<file path="src/ptbc_defines.svh">
`ifndef PTBC_DEFINES_SVH
`define PTBC_DEFINES_SVH

// ****************************************************************
// Register map and field positions
// ****************************************************************

// Timer t (0..3) owns three words: control at 3t, period at 3t+1, count at 3t+2.
`define PTBC_OFS_CTRL    0
`define PTBC_OFS_PERIOD  1
`define PTBC_OFS_COUNT   2
`define PTBC_REG_STRIDE  3
// Shared interrupt registers.
`define PTBC_REG_FLAG    4'hc
`define PTBC_REG_ENABLE  4'hd
`define PTBC_REG_PRIO    4'he

// Control register bit positions.
`define PTBC_RUN_BIT     15
`define PTBC_IDLE_BIT    13
`define PTBC_GATE_BIT    6
`define PTBC_PS_HI       5
`define PTBC_PS_LO       4
`define PTBC_JOIN_BIT    3
`define PTBC_CS_BIT      1

// Writable bits of the control registers; the rest read as zero.
`define PTBC_CTRL_MASK_B 16'ha07a
`define PTBC_CTRL_MASK_C 16'ha072

// Reset values.
`define PTBC_CTRL_RST    16'h0000
`define PTBC_PERIOD_RST  16'hffff
`define PTBC_COUNT_RST   16'h0000

// Prescaler terminal counts for divide by 1, 8, 64 and 256.
`define PTBC_PS_LIM_1    8'h00
`define PTBC_PS_LIM_8    8'h07
`define PTBC_PS_LIM_64   8'h3f
`define PTBC_PS_LIM_256  8'hff

`endif

</file>
<file path="src/ptbc_pkg.sv">
// ****************************************************************
// Types shared by the paired timer
// ****************************************************************
package ptbc_pkg;

   // Register word index on the software port.
   typedef logic [3:0] ptbc_addr_t;

   // Prescale select codes.
   typedef enum logic [1:0]
   {
      PTBC_PS_1   = 2'h0,
      PTBC_PS_8   = 2'h1,
      PTBC_PS_64  = 2'h2,
      PTBC_PS_256 = 2'h3
   } ptbc_prescale_t;

endpackage : ptbc_pkg

</file>
<file path="src/ptbc_timer.sv">
// Summary of operation
// Timers 0/1 and 2/3 join into 32-bit pairs.
// Type B pin synchronised after its prescaler.
// Type C pin synchronised before its prescaler.
// Type C timers give an ADC trigger.
// Internal clock for timer/gated, pin for counter.
// Clock source select at control bit 1.
// Gate enable at control bit 6.
// Only first pair gives DMA triggers.
// Join bit 3 of Type B enables 32-bit.
// C count is high word, carry from B.
// Joined pair uses Type B settings, C idle-stop.
// Joined pair interrupts through Type C controls.
// Joined period is C high, B low.
// Software sets up a 16-bit timer in order.
// Software sets up a 32-bit pair in order.
// Joined count reads as C high, B low.
// Prescale codes divide by 1, 8, 64, 256.
// Run bit starts/stops; Type B runs pair.
// Idle-stop bit halts timer in Idle.
// Joined pair idles only by Type C bit.
// Period match clears count and sets flag.
// Gated mode counts while high, flags on fall.
//
// Design decisions made here: the placing of the registers and the address-and-strobe port.
`include "ptbc_defines.svh"
`timescale 1ns/10ps
`default_nettype none

module ptbc_timer
#(
   parameter int CNT_W = 16 // Width of one timer word.
)
(
   input  wire  logic                clock,                // System clock, 100 MHz.
   input  wire  logic                rst,                  // Synchronous reset, active high.
   input  wire  logic [3:0]          addr,                 // Register word index.
   input  wire  logic [15:0]         wdata,                // Write data.
   input  wire  logic                wr,                   // Write strobe.
   input  wire  logic                rd,                   // Read strobe.
   output var   logic [15:0]         rdata_ff,             // Read data, cycle after rd.
   input  wire  logic                idle_mode,            // Device is in Idle.
   input  wire  logic [3:0]          ext_timer_clock_pin,  // Pin clock or gate per timer.
   output var   logic [3:0]          irq_ff,               // Interrupt request per timer.
   output var   logic [1:0]          adc_trig_ff,          // Conversion trigger per pair.
   output var   logic [1:0]          dma_trig_ff           // Transfer trigger, first pair.
);

   // ****************************************************************
   // Elaboration checks
   // ****************************************************************

   // The register map and compare logic are laid out for 16-bit words.
   if (CNT_W != 16)
   begin : g_chk
      $error("ptbc_timer supports CNT_W of 16 only.");
   end

   // ****************************************************************
   // Helper functions
   // ****************************************************************

   // Word index of register k of timer t.
   function automatic ptbc_pkg::ptbc_addr_t reg_addr(input int t, input int k);
      reg_addr = ptbc_pkg::ptbc_addr_t'(`PTBC_REG_STRIDE * t + k);
   endfunction : reg_addr

   // Terminal count of the prescaler for a select code.
   function automatic logic [7:0] ps_limit(input logic [1:0] code);
      case (ptbc_pkg::ptbc_prescale_t'(code))
         ptbc_pkg::PTBC_PS_1:   ps_limit = `PTBC_PS_LIM_1;
         ptbc_pkg::PTBC_PS_8:   ps_limit = `PTBC_PS_LIM_8;
         ptbc_pkg::PTBC_PS_64:  ps_limit = `PTBC_PS_LIM_64;
         default:               ps_limit = `PTBC_PS_LIM_256;
      endcase
   endfunction : ps_limit

   // ****************************************************************
   // Storage
   // ****************************************************************

   logic [15:0] ctrl_ff   [4];   // Control registers.
   logic [15:0] period_ff [4];   // Period registers.
   logic [15:0] count_ff  [4];   // Count registers.
   logic [15:0] nxt_count [4];   // Next value of the counts.
   logic [3:0]  flag_ff;         // Sticky interrupt flags.
   logic [3:0]  ien_ff;          // Interrupt enables.
   logic [11:0] prio_ff;         // Three priority bits per timer.
   logic [3:0]  pin_meta_ff;     // First synchroniser stage.
   logic [3:0]  pin_sync_ff;     // Second synchroniser stage.
   logic [3:0]  pin_prev_ff;     // Delayed copy for edge detection.
   logic [7:0]  ps_cnt_ff [4];   // Prescaler counters.
   logic [3:0]  btick_ff;        // Retimed prescaler output of Type B.
   logic [3:0]  active_w;        // Timer is running.
   logic [3:0]  gated_w;         // Timer is in gated mode.
   logic [3:0]  hit_w;           // Prescaler terminal count reached.
   logic [3:0]  src_w;           // Prescaler input strobe per timer.
   logic [3:0]  tick_w;          // Count advance strobe.
   logic [3:0]  fall_w;          // Gate fell while gated.
   logic [3:0]  cs_w;            // Effective clock source select.
   logic [3:0]  evt_w;           // Interrupt event per timer.
   logic [1:0]  join_w;          // Pair joined to 32 bits.
   logic [15:0] nxt_rdata;       // Read data before the register.

   // ****************************************************************
   // Pin synchronisers
   // ****************************************************************

   // Two flip-flops before any logic sees a pin.
   always_ff @(posedge clock)
   begin
      if (rst)
      begin
         pin_meta_ff <= 4'h0;
         pin_sync_ff <= 4'h0;
         pin_prev_ff <= 4'h0;
      end
      else
      begin
         pin_meta_ff <= ext_timer_clock_pin;
         pin_sync_ff <= pin_meta_ff;
         pin_prev_ff <= pin_sync_ff;
      end
   end

   // ****************************************************************
   // Per-timer clock selection and prescaler
   // ****************************************************************

   for (genvar p = 0; p < 2; p++)
   begin : g_pair
      // Joining is steered only by the Type B control word.
      assign join_w[p] = ctrl_ff[2*p][`PTBC_JOIN_BIT];
   end

   for (genvar i = 0; i < 4; i++)
   begin : g_tmr
      localparam int B   = i - (i % 2);
      localparam bit IsC = (i % 2) == 1;
      logic        joined;   // This timer belongs to a joined pair.
      logic [15:0] ectl;     // Control word in force.
      logic        istop;    // Idle-stop bit in force.
      logic        psel;     // Selected synchronised pin.
      logic        pfell;    // Selected pin fell.
      logic        prise;    // Selected pin rose.

      assign joined = join_w[i/2];
      // A joined Type C timer takes its settings from its Type B partner.
      assign ectl   = (IsC && joined) ? ctrl_ff[B] : ctrl_ff[i];
      // A joined pair stops in Idle only by the Type C bit.
      assign istop  = ctrl_ff[joined ? B+1 : i][`PTBC_IDLE_BIT];
      assign psel   = (IsC && joined) ? pin_sync_ff[B] : pin_sync_ff[i];
      assign prise  = psel & ~((IsC && joined) ? pin_prev_ff[B] : pin_prev_ff[i]);
      assign pfell  = ~psel & ((IsC && joined) ? pin_prev_ff[B] : pin_prev_ff[i]);
      // Run bit starts and stops; Idle halts only when idle-stop is set.
      assign active_w[i] = ectl[`PTBC_RUN_BIT] & ~(idle_mode & istop);
      assign cs_w[i]     = ectl[`PTBC_CS_BIT];
      // Gate enable matters only with the internal clock.
      assign gated_w[i]  = ~ectl[`PTBC_CS_BIT] & ectl[`PTBC_GATE_BIT];
      // Pin edges in counter mode, instruction clock otherwise, held while gate low.
      assign src_w[i] = ectl[`PTBC_CS_BIT] ? prise : (gated_w[i] ? psel : 1'b1);
      assign hit_w[i]  = active_w[i] & src_w[i]
                         & (ps_cnt_ff[i] == ps_limit(ectl[`PTBC_PS_HI:`PTBC_PS_LO]));
      assign fall_w[i] = active_w[i] & gated_w[i] & pfell;
      // Type C synchronises the pin ahead of the prescaler, so its output is used directly;
      // Type B in counter mode retimes the prescaler output through one more stage.
      assign tick_w[i] = (!IsC && ectl[`PTBC_CS_BIT]) ? btick_ff[i] : hit_w[i];
   end

   // Prescaler counters clear while the timer is stopped and at terminal count.
   always_ff @(posedge clock)
   begin
      for (int i = 0; i < 4; i++)
      begin
         if (rst || !active_w[i] || hit_w[i])
            ps_cnt_ff[i] <= 8'h00;
         else if (src_w[i])
            ps_cnt_ff[i] <= ps_cnt_ff[i] + 8'h01;
      end
   end

   // Post-prescaler synchronising stage of the Type B timers.
   always_ff @(posedge clock)
   begin
      if (rst)
         btick_ff <= 4'h0;
      else
         btick_ff <= hit_w & active_w & cs_w;
   end

   // ****************************************************************
   // Count, period compare and events
   // ****************************************************************

   // Next counts and events for both pairs, independent or joined.
   always_comb
   begin
      logic [31:0] full_v;
      logic [31:0] per_v;
      full_v = 32'h0;
      per_v  = 32'h0;
      evt_w  = 4'h0;
      for (int i = 0; i < 4; i++)
         nxt_count[i] = count_ff[i];
      for (int p = 0; p < 2; p++)
      begin
         full_v = {count_ff[2*p+1], count_ff[2*p]};
         per_v  = {period_ff[2*p+1], period_ff[2*p]};
         if (join_w[p])
         begin
            // Low word carries into the high word; all 32 bits compare at once.
            if (tick_w[2*p])
            begin
               if (full_v == per_v)
                  {nxt_count[2*p+1], nxt_count[2*p]} = 32'h0;
               else
                  {nxt_count[2*p+1], nxt_count[2*p]} = full_v + 32'h1;
            end
            // The joined event lands on the Type C flag only.
            evt_w[2*p+1] = (tick_w[2*p] & (full_v == per_v) & ~gated_w[2*p]) | fall_w[2*p];
         end
         else
         begin
            for (int k = 0; k < 2; k++)
            begin
               if (tick_w[2*p+k])
               begin
                  if (count_ff[2*p+k] == period_ff[2*p+k])
                     nxt_count[2*p+k] = 16'h0000;
                  else
                     nxt_count[2*p+k] = count_ff[2*p+k] + 16'h0001;
               end
               evt_w[2*p+k] = (tick_w[2*p+k] & (count_ff[2*p+k] == period_ff[2*p+k])
                               & ~gated_w[2*p+k]) | fall_w[2*p+k];
            end
         end
      end
   end

   // ****************************************************************
   // Register writes
   // ****************************************************************

   // Control, period and count words; a software write to a count wins over counting.
   always_ff @(posedge clock)
   begin
      for (int i = 0; i < 4; i++)
      begin
         if (rst)
         begin
            ctrl_ff[i]   <= `PTBC_CTRL_RST;
            period_ff[i] <= `PTBC_PERIOD_RST;
            count_ff[i]  <= `PTBC_COUNT_RST;
         end
         else
         begin
            if (wr && addr == reg_addr(i, `PTBC_OFS_CTRL))
               // Only Type B words keep the join bit.
               ctrl_ff[i] <= wdata
                             & (((i % 2) == 0) ? `PTBC_CTRL_MASK_B : `PTBC_CTRL_MASK_C);
            if (wr && addr == reg_addr(i, `PTBC_OFS_PERIOD))
               period_ff[i] <= wdata;
            if (wr && addr == reg_addr(i, `PTBC_OFS_COUNT))
               count_ff[i] <= wdata;
            else
               count_ff[i] <= nxt_count[i];
         end
      end
   end

   // Interrupt flags: a hardware event wins over a write-one-to-clear in the same cycle.
   always_ff @(posedge clock)
   begin
      if (rst)
      begin
         flag_ff <= 4'h0;
         ien_ff  <= 4'h0;
         prio_ff <= 12'h000;
      end
      else
      begin
         flag_ff <= evt_w | (flag_ff & ~((wr && addr == `PTBC_REG_FLAG) ? wdata[3:0] : 4'h0));
         if (wr && addr == `PTBC_REG_ENABLE)
            ien_ff <= wdata[3:0];
         if (wr && addr == `PTBC_REG_PRIO)
            prio_ff <= wdata[11:0];
      end
   end

   // ****************************************************************
   // Outputs
   // ****************************************************************

   // Requests; a joined Type B timer has its own interrupt controls ignored.
   always_ff @(posedge clock)
   begin
      if (rst)
      begin
         irq_ff      <= 4'h0;
         adc_trig_ff <= 2'h0;
         dma_trig_ff <= 2'h0;
      end
      else
      begin
         irq_ff      <= flag_ff & ien_ff & ~{1'b0, join_w[1], 1'b0, join_w[0]};
         adc_trig_ff <= {evt_w[3], evt_w[1]};
         dma_trig_ff <= evt_w[1:0];
      end
   end

   // Read mux; unmapped words read as zero.
   always_comb
   begin
      nxt_rdata = 16'h0000;
      for (int i = 0; i < 4; i++)
      begin
         if (addr == reg_addr(i, `PTBC_OFS_CTRL))
            nxt_rdata = ctrl_ff[i];
         if (addr == reg_addr(i, `PTBC_OFS_PERIOD))
            nxt_rdata = period_ff[i];
         if (addr == reg_addr(i, `PTBC_OFS_COUNT))
            nxt_rdata = count_ff[i];
      end
      if (addr == `PTBC_REG_FLAG)
         nxt_rdata = {12'h000, flag_ff};
      if (addr == `PTBC_REG_ENABLE)
         nxt_rdata = {12'h000, ien_ff};
      if (addr == `PTBC_REG_PRIO)
         nxt_rdata = {4'h0, prio_ff};
   end

   // Read data stands only in the cycle after the read strobe.
   always_ff @(posedge clock)
   begin
      if (rst || !rd)
         rdata_ff <= 16'h0000;
      else
         rdata_ff <= nxt_rdata;
   end

endmodule : ptbc_timer

`default_nettype wire

</file>
<file path="config.mk">
export PLATFORM = sky130hd
export DESIGN_NAME = ptbc_timer
export DESIGN_NICKNAME = d
export VERILOG_FILES = /design/src/ptbc_pkg.sv /design/src/ptbc_timer.sv
export VERILOG_INCLUDE_DIRS = /design/src /design/src/src
export SDC_FILE = /design/constraint.sdc
export NUM_CORES = 1
export LEC_CHECK = 0
export BUFFER_PORTS_ARGS = -buffer_cell sky130_fd_sc_hd__buf_2
export CORE_ASPECT_RATIO = 1.25
export CORE_UTILIZATION = 25
export CTS_CLUSTER_SIZE = 12
export DETAILED_ROUTE_END_ITERATION = 6
export PLACE_DENSITY = 0.5
export SETUP_SLACK_MARGIN = 0.3
export SYNTH_ARGS = -nofsm -noshare
export SYNTH_HDL_FRONTEND = slang
export SYNTH_SLANG_ARGS = --single-unit
</file>
<file path="constraint.sdc">
create_clock -name clock -period 4.9 [get_ports clock]
set_clock_uncertainty 0.15 [all_clocks]
set_input_delay 0.735 -clock clock [delete_from_list [all_inputs] [get_ports clock]]
set_output_delay 0.735 -clock clock [all_outputs]
set_load 0.05 [all_outputs]
</file>
Word level (Yosys, flattened, before mapping)
Memories as Yosys holds them, arrays and structs flattened.
Index checks and enable logic that the tools add are counted.
{"block": "classes", "n_addsub": 10, "eq_ne": 32, "mux": 146, "bitwise": 102, "reduce_logical": 35}
{"operator": "16-bit two-way mux", "n": 34}
{"operator": "32-bit two-way mux", "n": 6}
{"operator": "8-bit one-hot mux with 3 select lines", "n": 4}
{"operator": "1-bit two-way mux", "n": 90}
{"operator": "16-bit by 1-bit adder with 16-bit output, second input constant", "n": 4}
{"operator": "32-bit by 1-bit adder with 32-bit output, second input constant", "n": 2}
{"operator": "16-bit == test", "n": 4}
{"operator": "32-bit == test", "n": 2}
{"operator": "1-bit AND", "n": 48}
{"operator": "12-bit two-way mux", "n": 3}
{"operator": "8-bit by 1-bit adder with 8-bit output, second input constant", "n": 4}
{"operator": "8-bit == test", "n": 4}
{"operator": "8-bit two-way mux", "n": 4}
{"operator": "4-bit == test, second input constant", "n": 7}
{"operator": "7-bit two-way mux", "n": 4}
{"operator": "1-bit OR", "n": 26}
{"operator": "1-bit inverter", "n": 20}
{"operator": "4-bit by 3-bit == test with 1-bit output, second input constant", "n": 4}
{"operator": "1-bit logical AND", "n": 15}
{"operator": "4-bit AND", "n": 3}
{"operator": "1-bit logical OR", "n": 9}
{"operator": "2-bit by 1-bit == test with 1-bit output, second input constant", "n": 4}
{"operator": "2-bit == test, second input constant", "n": 4}
{"operator": "4-bit by 2-bit == test with 1-bit output, second input constant", "n": 2}
{"operator": "other kinds (10)", "n": 18}
{"block": "totals", "reg_bits": 59, "ram_bits": 188, "input_bits": 29, "out_inout_bits": 24, "word_cells": 341, "n_memories": 4}
{"memory": "count_ff", "depth": 4, "width": 16, "read_ports": 4, "rd_clocked_by_memory_dff": 0, "write_ports": 4, "line_no": "ptbc_timer.sv:84", "source": "logic [15:0] count_ff [4];"}
{"memory": "period_ff", "depth": 4, "width": 16, "read_ports": 4, "rd_clocked_by_memory_dff": 0, "write_ports": 4, "line_no": "ptbc_timer.sv:83", "source": "logic [15:0] period_ff [4];"}
{"memory": "ps_cnt_ff", "depth": 4, "width": 8, "read_ports": 4, "rd_clocked_by_memory_dff": 0, "write_ports": 4, "line_no": "ptbc_timer.sv:92", "source": "logic [7:0] ps_cnt_ff [4];"}
{"memory": "ctrl_ff", "depth": 4, "width": 7, "read_ports": 6, "rd_clocked_by_memory_dff": 0, "write_ports": 4, "line_no": "ptbc_timer.sv:82", "source": "logic [15:0] ctrl_ff [4];"}

Longest topological paths before layout
Gate-level depths: netlist of run 1.
{"block": "logic_depth", "word_depth": 16, "mapped_depth": 9, "depth_no_buf": 7}

Least setup slack after synthesis of run 1
Ideal clock, no wire load.
{"block": "synth_path", "path_type": "reg-to-reg", "start": "memory ps_cnt_ff[2][4]", "end": "memory count_ff[3][0] (enable)", "arrival_ps": 2375, "required_ps": 4375, "setup_slack_ps": 1999, "path_stages_with_launch": 7, "cell_sequence": "edfxtp_1 or4_1 a221o_1 or4_4 o21ai_2 nand2_1 nand3_1"}
{"item": "start: declaration", "line_no": "ptbc_timer.sv:92"}
{"item": "end: declaration", "line_no": "ptbc_timer.sv:84"}

==> results_tabular.tex, run 1 <==
\begin{tabular}{lr}
\hline
Metric & Value \\
\hline
\multicolumn{2}{l}{\textbf{Run status}} \\
\quad Run status & finished clean \\
\multicolumn{2}{l}{\textbf{Critical path}} \\
\quad Category of the most critical setup path & reg -> reg \\
\quad Kind of cell with the highest combined delay on the critical path & simple AND/OR/NAND/NOR gates \\
\quad Master of the slowest instance on the critical path & sky130\_fd\_sc\_hd\_\_edfxtp\_1 \\
\quad Critical Path, Cell by Cell & mux2i\_1 > o21ai\_0 > or4\_4 > o21ai\_2 > nand2\_1 > nand3\_1 > buf\_4 \\
\quad Required time reported for the critical path endpoint & 5.02 ns \\
\quad Endpoint arrival time on the critical path & 3.59 ns \\
\quad Peak per-stage delay on the critical path & 0.91 ns \\
\quad Endpoint type of the worst setup path & register \\
\quad Highest fanout seen on the critical path & 23 \\
\quad Total buffers and inverters traversed by the critical path & 1 \\
\quad Launching element type of the critical path & register \\
\multicolumn{2}{l}{\textbf{GRT}} \\
\quad Overall routing resource usage & 17.30\% \\
\quad Met3 track demand over resource in global routing & 2.464\% \\
\quad Initial antenna violation count & 7 \\
\quad Met1 usage & 21.43\% \\
\quad Pin count of the biggest net entering global routing & 55 \\
\quad Met2 capacity usage during global routing & 30.35\% \\
\quad Global-route congestion overflow total & 0 \\
\quad Wire length of the first global-routing pass & 72,620 um \\
\quad Via count of the first global-routing pass & 10,990 \\
\quad GR peak layer & met2 \\
\multicolumn{2}{l}{\textbf{Route}} \\
\quad Total detailed-routing wirelength & 49,020 um \\
\quad Antenna Violating Nets Remaining & 0 \\
\quad Number of vias per cell after detailed routing & 5.186 \\
\quad First DRT Iteration DRCs & 1,275 \\
\quad DRC violations left & 0 \\
\quad Vias after detailed routing & 11,340 \\
\quad Routed WL per cell & 22.42 um \\
\quad Router iterations before antenna repair & 6 \\
\multicolumn{2}{l}{\textbf{Synthesis}} \\
\quad Post-synthesis cell area & 13,830 um\^{}2 \\
\quad Adder and majority gate portion of the synthesized area & 0.7237\% \\
\quad Largest family of logic cells by synthesized area & simple AND/OR/NAND/NOR gates \\
\quad Asr flop ratio synth & 0\% \\
\quad Synthesis warning total & 0 \\
\quad Synthesized-area fraction occupied by ao, oa, aoi and oai cells & 14.74\% \\
\quad Yosys cell types & 73 \\
\quad Most used flip-flop cell after synthesis & sky130\_fd\_sc\_hd\_\_edfxtp\_1 \\
\quad Multiplexer area fraction after synthesis & 3.347\% \\
\quad Post-Syn Instances & 1,425 \\
\quad Flop and latch count out of synthesis & 243 \\
\quad Area share of xor/xnor cells in the synthesized design & 7.599\% \\
\quad Post-synth EDFFs & 186 \\
\quad Avg Cell Area, Syn & 9.706 um\^{}2 \\
\quad Mapped Nets & 1,462 \\
\quad Part of the Yosys area used for sequential elements & 48.63\% \\
\quad Simple-Gate Fraction of Synth Area & 21.60\% \\
\multicolumn{2}{l}{\textbf{Finish}} \\
\quad Layout cells sized above 1 & 12.76\% \\
\quad Most frequent cells in the layout & sky130\_fd\_sc\_hd\_\_edfxtp\_1 (186), sky130\_fd\_sc\_hd\_\_nand2\_1 (164), sky130\_fd\_sc\_hd\_\_nor2\_1 (93), sky130\_fd\_sc\_hd\_\_a21oi\_1 (74) \\
\quad Core utilization of the finished layout & 28.62\% \\
\quad Most common library cell in the layout ignoring fill and taps & sky130\_fd\_sc\_hd\_\_edfxtp\_1 \\
\quad Area growth from synthesis to layout & 13.35\% \\
\quad Nets & 1,466 \\
\multicolumn{2}{l}{\textbf{Pwr}} \\
\quad Total Power & 5.228 mW \\
\quad Portion of total power attributed to combinational logic & 11.3\% \\
\quad Net switching power figure & 1.449 mW \\
\quad Sequential share of power & 48.8\% \\
\quad Proportion of total power due to net switching & 27.71\% \\
\quad Power density of the placed cells & 333.5 nW/um\^{}2 \\
\quad Leak pwr & 5.298 nW \\
\quad Clock network fraction of total power & 40.0\% \\
\quad Cell Int Power & 3.780 mW \\
\quad Peak supply drop & 0.0002282 V \\
\multicolumn{2}{l}{\textbf{Timing}} \\
\quad Transition time of the tightest slew-check pin & 1.223 ns \\
\quad Time the worst path needs with I/O delays and setup & 3.472 ns \\
\quad Count of final max-slew check failures & 0 \\
\quad Total of endpoints with negative setup slack in the final report & 0 \\
\quad Setup repair after global routing missed its margin & false \\
\quad Crit share post-route & 70.86\% \\
\quad Setup WS post-layout & 1.428 ns \\
\quad FMAX & 288.0 MHz \\
\quad Setup\_tns & 0 ns \\
\quad Worst relative slew slack & 17.90\% \\
\quad Hold Worst Slack & 0.2350 ns \\
\quad Final-report hold violation count & 0 \\
\multicolumn{2}{l}{\textbf{Clock network}} \\
\quad Number of buffers added for setup after CTS & 0 \\
\quad H-tree depth & 1 \\
\quad CTS tree & built \\
\quad Root Driver & sky130\_fd\_sc\_hd\_\_clkbuf\_16 \\
\quad Number of CTS-inserted buffers & 27 \\
\quad Clk sink count & 243 \\
\quad Clock latency at the later pin of the worst-skew pair & 0.57 ns \\
\quad Post-cts resize count & 0 \\
\quad Hold Buf Count CTS & 0 \\
\quad Clock transition time at the flip-flop clock pins of the worst setup and hold paths & 0.06 ns \\
\quad CTS Buffer Depth & 3 \\
\multicolumn{2}{l}{\textbf{Floorplan}} \\
\quad Effective utilization at floorplan & 25.25\% \\
\quad Number of rows created at floorplan & 96 \\
\quad Die height & 265.0 um \\
\quad Horizontal die dimension & 212.4 um \\
\quad Core Region & 54,770 um\^{}2 \\
\quad I/O pin total & 53 \\
\quad Full die area & 56,270 um\^{}2 \\
\multicolumn{2}{l}{\textbf{Placed design}} \\
\quad Global placement routability congestion & 0.9190 \\
\quad Half-perimeter wire length after placement & 35,290 um \\
\quad Input/output buffers & 52 \\
\quad Worst slack, placed & 1.414 ns \\
\multicolumn{2}{l}{\textbf{Hold path}} \\
\quad Class of the tightest hold or removal check & in -> reg \\
\multicolumn{2}{l}{\textbf{Flow run}} \\
\quad MaxCap Viol Count & 0 \\
\hline
\end{tabular}
## worst register-to-register path, cell delays in order, from the launching register on
cell                       delay, ns
sky130_fd_sc_hd__edfxtp_1       0.91
sky130_fd_sc_hd__mux2i_1        0.26
sky130_fd_sc_hd__o21ai_0        0.19
sky130_fd_sc_hd__or4_4          0.61
sky130_fd_sc_hd__o21ai_2        0.27
sky130_fd_sc_hd__nand2_1        0.10
sky130_fd_sc_hd__nand3_1        0.40
sky130_fd_sc_hd__buf_4          0.27
## stage by stage
step	cell area [um^2]	cells
floorplan	13830	1425
global placement	14780	2135
detailed placement	14780	2135
CTS	15680	2185
global route	15680	2185
finish	15680	2186
## final timing paths
kind,startpoint,cells past startpoint,slack [ns],end
max,ctrl_ff[2][1],7,1.43,count_ff[3][2]
min,ext_timer_clock_pin[2],2,0.23,pin_meta_ff[2]
max reg2reg,ctrl_ff[2][1],7,1.43,count_ff[3][2]
min reg2reg,ien_ff[3],2,0.29,irq_ff[3]
## cell usage after synthesis, types with 7 or more instances
cell                       count  area, um^2
sky130_fd_sc_hd__a22o_1       11       96.34
sky130_fd_sc_hd__nand2_1     164       615.6
sky130_fd_sc_hd__inv_1        25       93.84
sky130_fd_sc_hd__and4_1        9       78.83
sky130_fd_sc_hd__nor2_1       93       349.1
sky130_fd_sc_hd__o311ai_0      7       61.31
sky130_fd_sc_hd__mux2i_1      26       260.3
sky130_fd_sc_hd__and2_1       31       193.9
sky130_fd_sc_hd__or2_2        50       312.8
sky130_fd_sc_hd__nand3_1      70       350.3
sky130_fd_sc_hd__and3_1       26       162.7
sky130_fd_sc_hd__buf_1         9       33.78
sky130_fd_sc_hd__nor2b_1      32       200.2
sky130_fd_sc_hd__o21ai_1       7       35.03
sky130_fd_sc_hd__o21ai_0      71       355.3
sky130_fd_sc_hd__a21o_1        8       60.06
sky130_fd_sc_hd__o31ai_1      11       82.58
sky130_fd_sc_hd__clkbuf_1     77       289.0
sky130_fd_sc_hd__xnor2_1      62       543.0
sky130_fd_sc_hd__edfxtp_1    186        5585
sky130_fd_sc_hd__a211oi_1     11       82.58
sky130_fd_sc_hd__a222oi_1      9       90.09
sky130_fd_sc_hd__nand4_1      25       156.4
sky130_fd_sc_hd__ha_1          8       100.1
sky130_fd_sc_hd__nand2b_1     27       168.9
sky130_fd_sc_hd__a32oi_1       9       78.83
sky130_fd_sc_hd__a31oi_1      11       68.82
sky130_fd_sc_hd__a22oi_1      11       82.58
sky130_fd_sc_hd__xor2_1       58       508.0
sky130_fd_sc_hd__a21oi_1      74       370.4
sky130_fd_sc_hd__o22ai_1      18       112.6
sky130_fd_sc_hd__dfxtp_1      57        1141
sky130_fd_sc_hd__nor3_1       22       110.1
sky130_fd_sc_hd__nor4_1       16       100.1
## metal layers
| metal | up-vias | part of all wire (%) |
|---|---|---|
| met3 | 86 | 6.7 |
| met1 | 5581 | 40 |
| met2 | 432 | 50 |
| li1 | 5230 | - |
| met5 | - | 0.071 |
| met4 | 8 | 2.9 |
## final cells by class
cell class | count | area [um^2]
fill | 5810 | 39100
clock inverter | 6 | 35.03
timing repair buffer | 68 | 380.4
sequential | 243 | 6726
inverter | 26 | 97.59
tap | 735 | 919.6
multi-input combinational | 1063 | 6651
clock buffer | 44 | 864.6
antenna | 1 | 2.502
## flip-flops by register name, indices dropped and copies added (netlist names), 12 cells and up
signal / flops
count_ff: 64
period_ff: 64
ps_cnt_ff: 32
ctrl_ff: 26
rdata_ff: 16
prio_ff: 12
## kinds of logic after synthesis
family | Yosys count
compound gates | 310
xor+xnor | 120
fa+ha+maj | 8
buf+inv | 119
flops | 243
mux | 38
simple gates | 587
## power groups by stage
stage	registers [mW]	clock network, mW	logic (mW)
finish	2.55	2.09	0.589
global route	2.56	2.20	0.638
CTS	2.55	2.13	0.587
detailed placement	2.59	0	0.583
global placement	2.59	0	0.581
floorplan	2.50	0	0.412
(Power assumes the default switching activity.)
==> inputs of run 2 (changes only) <==
- PLACE_DENSITY: 0.5 -> 0.51
- clock period: 4.9 -> 3 ns (I/O delays scaled with it)
==> run 2 against run 1 <==
Core utilization grew 2.0 points. Worst setup slack lost 1.2 ns. Power grew 71%. Non-clock buffer count grew 109. Combinational power grew 110%. Via count grew 5.2%. Global-route usage grew 0.60 points.
==> results_tabular.tex, run 2 (synthesized netlist as in run 1, its figures left out) <==
\begin{tabular}{lr}
\hline
Metric & Value \\
\hline
\multicolumn{2}{l}{\textbf{Run status}} \\
\quad Run status & finished clean \\
\multicolumn{2}{l}{\textbf{Route}} \\
\quad Total detailed-routing wirelength & 50,890 um \\
\quad Number of vias per cell after detailed routing & 5.188 \\
\quad DRC violations left & 0 \\
\quad Router iterations before antenna repair & 7 \\
\quad First DRT Iteration DRCs & 1,090 \\
\quad Vias after detailed routing & 11,920 \\
\quad Antenna Violating Nets Remaining & 0 \\
\quad Routed WL per cell & 22.15 um \\
\multicolumn{2}{l}{\textbf{Timing}} \\
\quad Worst relative slew slack & 46.79\% \\
\quad FMAX & 367.1 MHz \\
\quad Transition time of the tightest slew-check pin & 0.7920 ns \\
\quad Hold Worst Slack & 0.06742 ns \\
\quad Crit share post-route & 90.80\% \\
\quad Time the worst path needs with I/O delays and setup & 2.724 ns \\
\quad Setup WS post-layout & 0.2759 ns \\
\quad Setup repair after global routing missed its margin & true \\
\quad Setup\_tns & 0 ns \\
\quad Total of endpoints with negative setup slack in the final report & 0 \\
\quad Final-report hold violation count & 0 \\
\quad Count of final max-slew check failures & 0 \\
\multicolumn{2}{l}{\textbf{Clock network}} \\
\quad Root Driver & sky130\_fd\_sc\_hd\_\_clkbuf\_16 \\
\quad Clk sink count & 243 \\
\quad Clock latency at the later pin of the worst-skew pair & 0.56 ns \\
\quad CTS tree & built \\
\quad CTS Buffer Depth & 3 \\
\quad H-tree depth & 1 \\
\quad Number of CTS-inserted buffers & 28 \\
\quad Clock transition time at the flip-flop clock pins of the worst setup and hold paths & 0.06 ns \\
\multicolumn{2}{l}{\textbf{Finish}} \\
\quad Non-filler instance count after layout & 2,298 \\
\quad Nets & 1,577 \\
\quad Largest registers & count\_ff x64, period\_ff x64, ps\_cnt\_ff x32 \\
\quad Core utilization of the finished layout & 30.66\% \\
\quad Area growth from synthesis to layout & 21.43\% \\
\quad Seq. cell area & 6726 um\^{}2 \\
\quad Most frequent cells in the layout & sky130\_fd\_sc\_hd\_\_edfxtp\_1 (186), sky130\_fd\_sc\_hd\_\_nand2\_1 (164), sky130\_fd\_sc\_hd\_\_buf\_4 (114), sky130\_fd\_sc\_hd\_\_nor2\_1 (93), sky130\_fd\_sc\_hd\_\_a21oi\_1 (73) \\
\quad Layout Cell Area excl Fill & 16,790 um\^{}2 \\
\quad Layout cells sized above 1 & 20.49\% \\
\quad Most common library cell in the layout ignoring fill and taps & sky130\_fd\_sc\_hd\_\_edfxtp\_1 \\
\quad Total area of multi-input combinational cells & 6789 um\^{}2 \\
\quad Total of fill cells in the finished design & 5,713 \\
\multicolumn{2}{l}{\textbf{Placed design}} \\
\quad Half-perimeter wire length after placement & 36,940 um \\
\quad Worst slack, placed & 0.1674 ns \\
\quad Instance count after placement with tap cells included & 2,222 \\
\quad Global placement routability congestion & 0.9052 \\
\quad Placed instance area & 15,500 um\^{}2 \\
\quad Input/output buffers & 52 \\
\multicolumn{2}{l}{\textbf{Hold path}} \\
\quad Worst hold path cell count & 2 \\
\quad Class of the tightest hold or removal check & in -> reg \\
\multicolumn{2}{l}{\textbf{GRT}} \\
\quad Pin count of the biggest net entering global routing & 54 \\
\quad Initial antenna violation count & 6 \\
\quad Wire length of the first global-routing pass & 75,440 um \\
\quad Overall routing resource usage & 17.91\% \\
\quad Via count of the first global-routing pass & 11,660 \\
\quad Global-route congestion overflow total & 0 \\
\multicolumn{2}{l}{\textbf{Pwr}} \\
\quad Total Power & 8.930 mW \\
\quad Power density of the placed cells & 531.7 nW/um\^{}2 \\
\quad Leak pwr & 5.922 nW \\
\quad Peak supply drop & 0.0004118 V \\
\multicolumn{2}{l}{\textbf{Floorplan}} \\
\quad Core Region & 54,770 um\^{}2 \\
\quad Full die area & 56,270 um\^{}2 \\
\quad I/O pin total & 53 \\
\quad Die height & 265.0 um \\
\quad Horizontal die dimension & 212.4 um \\
\quad Number of rows created at floorplan & 96 \\
\quad Effective utilization at floorplan & 25.25\% \\
\multicolumn{2}{l}{\textbf{Critical path}} \\
\quad Endpoint arrival time on the critical path & 2.89 ns \\
\quad Launching element type of the critical path & register \\
\quad Highest fanout seen on the critical path & 6 \\
\quad Peak per-stage delay on the critical path & 0.47 ns \\
\quad Critical Path, Cell by Cell & xor2\_1 > nor4\_2 > nand4\_1 > buf\_4 > o211ai\_1 > a311oi\_1 > a311o\_1 \\
\quad Category of the most critical setup path & reg -> reg \\
\quad Master of the slowest instance on the critical path & sky130\_fd\_sc\_hd\_\_edfxtp\_1 \\
\quad Endpoint type of the worst setup path & register \\
\quad Logic depth of the worst register-to-register path & 7 \\
\quad Required time reported for the critical path endpoint & 3.16 ns \\
\multicolumn{2}{l}{\textbf{Flow run}} \\
\quad MaxCap Viol Count & 0 \\
\hline
\end{tabular}
[run 2: cell types whose count changed in the layout (fill, tap and decap cells not counted), sizes merged]
| cell | previous run | this run |
|---|---|---|
| dlygate4sd3 | 0 | 4 |
| clkbuf | 44 | 47 |
| clkinvlp | 0 | 1 |
| clkinv | 4 | 3 |
| buf | 68 | 173 |
| inv | 28 | 27 |
| or3 | 4 | 5 |
[run 2: worst paths after layout]
path	from	endpoint	slack, ns
max reg2reg	period_ff[1][12]	count_ff[1][9]	0.28
min reg2reg	pin_meta_ff[3]	pin_sync_ff[3]	0.29
min	rst	prio_ff[6]	0.07
max	period_ff[1][12]	count_ff[1][9]	0.28
[run 2: timing repair]
item	in CTS	in global routing
pin swaps	1	11
hold endpoints to repair	4	0
setup endpoints to repair	41	101
hold buffers	4	0
gates resized for setup	8	24
setup buffers	2	16
cloned	0	1
[run 2: report_power, final]
| group | internal [mW] | switching (mW) |
|---|---|---|
| combinational | 0.478 | 0.768 |
| clock | 2.15 | 1.48 |
| sequential | 3.85 | 0.211 |
[run 2: layer usage]
metal  share of wire [%]  global-route usage, %  vias to the layer above  wire (um)
met1                  39                  21.63                     5841      20010
met2                  50                  31.52                      505      25290
met5               0.053                      0                        -         27
li1                    -                      -                     5458          -
met4                 4.1                  7.447                        4       2103
met3                 6.8                  2.488                      113       3455
[run 2: layout make-up]
class                      instances  area share [%]
multi-input combinational       1064           40.42
timing repair buffer             177           7.599
sequential                       243           40.05
inverter                          26          0.6034
clock buffer                      47           5.654
antenna                            1         0.01490
clock inverter                     5          0.1788
tap                              735           5.476
[run 2: critical path, delay by kind of cell (launching register included)]
kind | cells | cell delay [ns]
simple gates | 2 | 0.62
flops | 1 | 0.47
buf+inv | 1 | 0.26
compound gates | 3 | 0.77
xor+xnor | 1 | 0.21
==> inputs of run 3 (changes only) <==
- RECOVER_POWER: unset -> 100
==> run 3 against run 2 <==
Non-clock buffer count unchanged. Fmax down 2.3%. Register-to-register slack worse by 0.06 ns. Cell area down 1.0%. Combinational power about the same. Wire length about the same. Critical endpoint is now count_ff[2][7]. Largest cell class unchanged. Largest power group unchanged. Highest routed layer unchanged.
==> results_tabular.tex, run 3 (synthesized netlist as in run 1, its figures left out) <==
\begin{tabular}{lr}
\hline
Metric & Value \\
\hline
\multicolumn{2}{l}{\textbf{Critical path}} \\
\quad Critical Path, Cell by Cell & or4\_1 > a221o\_1 > or4\_1 > o21ai\_4 > buf\_4 > or3\_4 \\
\quad Logic depth of the worst register-to-register path & 6 \\
\quad Category of the most critical setup path & reg -> reg \\
\quad Endpoint type of the worst setup path & register \\
\quad Master of the slowest instance on the critical path & sky130\_fd\_sc\_hd\_\_or4\_1 \\
\quad CP most frequent cell & sky130\_fd\_sc\_hd\_\_or4\_1 \\
\quad Endpoint arrival time on the critical path & 2.90 ns \\
\quad Required time reported for the critical path endpoint & 3.12 ns \\
\quad Launching element type of the critical path & register \\
\quad Peak per-stage delay on the critical path & 0.54 ns \\
\quad Highest fanout seen on the critical path & 8 \\
\multicolumn{2}{l}{\textbf{Hold path}} \\
\quad Class of the tightest hold or removal check & in -> reg \\
\quad Worst hold path cell count & 3 \\
\multicolumn{2}{l}{\textbf{Route}} \\
\quad Routed length on met1 & 20,120 um \\
\quad Highest metal layer used by the detailed router & met5 \\
\quad Routed wire length on met2 & 25,170 um \\
\quad Routed WL per cell & 22.14 um \\
\quad Number of vias per cell after detailed routing & 5.202 \\
\quad Antenna Violating Nets Remaining & 0 \\
\quad DRC violations left & 0 \\
\quad Vias after detailed routing & 11,960 \\
\quad First DRT Iteration DRCs & 1,070 \\
\quad Met3 Wirelength & 3207 um \\
\quad Router iterations before antenna repair & 7 \\
\quad Total detailed-routing wirelength & 50,880 um \\
\multicolumn{2}{l}{\textbf{Finish}} \\
\quad Nets & 1,577 \\
\quad Total of fill cells in the finished design & 5,740 \\
\quad Total area of multi-input combinational cells & 6768 um\^{}2 \\
\quad Most frequent cells in the layout & sky130\_fd\_sc\_hd\_\_edfxtp\_1 (186), sky130\_fd\_sc\_hd\_\_nand2\_1 (164), sky130\_fd\_sc\_hd\_\_nor2\_1 (93), sky130\_fd\_sc\_hd\_\_buf\_4 (91), sky130\_fd\_sc\_hd\_\_o21ai\_0 (76) \\
\quad Layout cells sized above 1 & 16.71\% \\
\quad Layout Cell Area excl Fill & 16,620 um\^{}2 \\
\quad Area growth from synthesis to layout & 20.18\% \\
\quad Seq. cell area & 6726 um\^{}2 \\
\quad Most common library cell in the layout ignoring fill and taps & sky130\_fd\_sc\_hd\_\_edfxtp\_1 \\
\quad Largest registers & count\_ff x64, period\_ff x64, ps\_cnt\_ff x32 \\
\multicolumn{2}{l}{\textbf{GRT}} \\
\quad Initial antenna violation count & 6 \\
\quad Overall routing resource usage & 17.91\% \\
\quad Global-route congestion overflow total & 0 \\
\quad Pin count of the biggest net entering global routing & 54 \\
\quad Wire length of the first global-routing pass & 75,440 um \\
\quad Via count of the first global-routing pass & 11,660 \\
\multicolumn{2}{l}{\textbf{Placed design}} \\
\quad Input/output buffers & 52 \\
\quad Half-perimeter wire length after placement & 36,940 um \\
\quad Placed instance area & 15,500 um\^{}2 \\
\quad Global placement routability congestion & 0.9052 \\
\quad Worst slack, placed & 0.1674 ns \\
\multicolumn{2}{l}{\textbf{Floorplan}} \\
\quad Effective utilization at floorplan & 25.25\% \\
\quad Die height & 265.0 um \\
\quad Number of rows created at floorplan & 96 \\
\quad Horizontal die dimension & 212.4 um \\
\quad Full die area & 56,270 um\^{}2 \\
\quad I/O pin total & 53 \\
\quad Core Region & 54,770 um\^{}2 \\
\multicolumn{2}{l}{\textbf{Pwr}} \\
\quad Portion of total power attributed to combinational logic & 13.7\% \\
\quad Leak pwr & 5.691 nW \\
\quad Sequential share of power & 45.5\% \\
\quad Total Power & 8.911 mW \\
\quad Power density of the placed cells & 536.1 nW/um\^{}2 \\
\quad Net switching power figure & 2.454 mW \\
\quad Cell Int Power & 6.458 mW \\
\quad Proportion of total power due to net switching & 27.54\% \\
\quad Peak supply drop & 0.0004133 V \\
\quad Clock network fraction of total power & 40.7\% \\
\multicolumn{2}{l}{\textbf{Timing}} \\
\quad Setup WS post-layout & 0.2120 ns \\
\quad Crit share post-route & 92.93\% \\
\quad Setup\_tns & 0 ns \\
\quad FMAX & 358.7 MHz \\
\quad Final-report hold violation count & 0 \\
\quad Setup repair after global routing missed its margin & true \\
\quad Count of final max-slew check failures & 0 \\
\quad Worst relative slew slack & 10.71\% \\
\quad Total of endpoints with negative setup slack in the final report & 0 \\
\quad Time the worst path needs with I/O delays and setup & 2.788 ns \\
\quad Transition time of the tightest slew-check pin & 1.339 ns \\
\multicolumn{2}{l}{\textbf{Run status}} \\
\quad Run status & finished clean \\
\multicolumn{2}{l}{\textbf{Clock network}} \\
\quad Clock transition time at the flip-flop clock pins of the worst setup and hold paths & 0.06 ns \\
\quad CTS tree & built \\
\quad CTS Buffer Depth & 3 \\
\quad Clock latency at the later pin of the worst-skew pair & 0.57 ns \\
\quad Root Driver & sky130\_fd\_sc\_hd\_\_clkbuf\_16 \\
\quad Number of CTS-inserted buffers & 28 \\
\quad Clk sink count & 243 \\
\quad H-tree depth & 1 \\
\multicolumn{2}{l}{\textbf{Flow run}} \\
\quad MaxCap Viol Count & 0 \\
\hline
\end{tabular}
run 3: repair_timing:
action                     4_1_cts  5_1_grt
resized for setup                8       24
pin swaps                        1       11
hold endpoints to repair         4        0
setup endpoints to repair       41      101
hold buffers                     4        0
gates cloned                     0        1
setup buffers                    2       16
run 3: area by class of cell:
type / instances / area share, %
clock inverters: 5 / 0.1807
clock buffers: 47 / 5.713
diodes: 1 / 0.01505
well taps: 735 / 5.533
multi-input cells: 1064 / 40.72
flip-flops and latches: 243 / 40.47
repair buffers: 177 / 6.782
inverters: 26 / 0.5947
run 3: worst max-delay path: cells and delay by family, from the launching register on:
| family | cells | cell delay, ns |
|---|---|---|
| buffers and inverters | 1 | 0.16 |
| DFF | 1 | 0.39 |
| and+or+nand+nor | 3 | 1.25 |
| AOI/OAI and AO/OA | 2 | 0.54 |
run 3: stage by stage:
stage	instances	util (%)	hold slack, ns
4_1_cts	2280	30.24	0.04394
3_3_place_gp	2222	28.29	0.2786
2_1_floorplan	1425	-	0.2638
3_5_place_dp	2222	28.29	0.2756
5_1_grt	2297	30.34	0.1538
6_report	2298	30.35	0.1357
run 3: path summary, 6_finish.rpt:
path                        start              to  slack, ns
setup / recovery  ps_cnt_ff[2][4]  count_ff[2][7]       0.21
hold / removal          wdata[10]     prio_ff[10]       0.14
setup reg to reg  ps_cnt_ff[2][4]  count_ff[2][7]       0.21
hold reg to reg    pin_meta_ff[3]  pin_sync_ff[3]       0.29
run 3: routing by layer:
metal  GRT usage (%)  vias up
met1           21.63     5876
met4           7.447        4
met3           2.488      134
li1                -     5462
met2           31.52      479
met5               0        -
run 3: power by group through the flow:
stage | logic (mW) | clock network (mW) | registers (mW)
floorplan | 0.674 | 0 | 4.09
global placement | 1.17 | 0 | 4.13
detailed placement | 1.18 | 0 | 4.13
CTS | 1.20 | 3.69 | 4.06
global route | 1.31 | 3.81 | 4.08
finish | 1.22 | 3.63 | 4.06
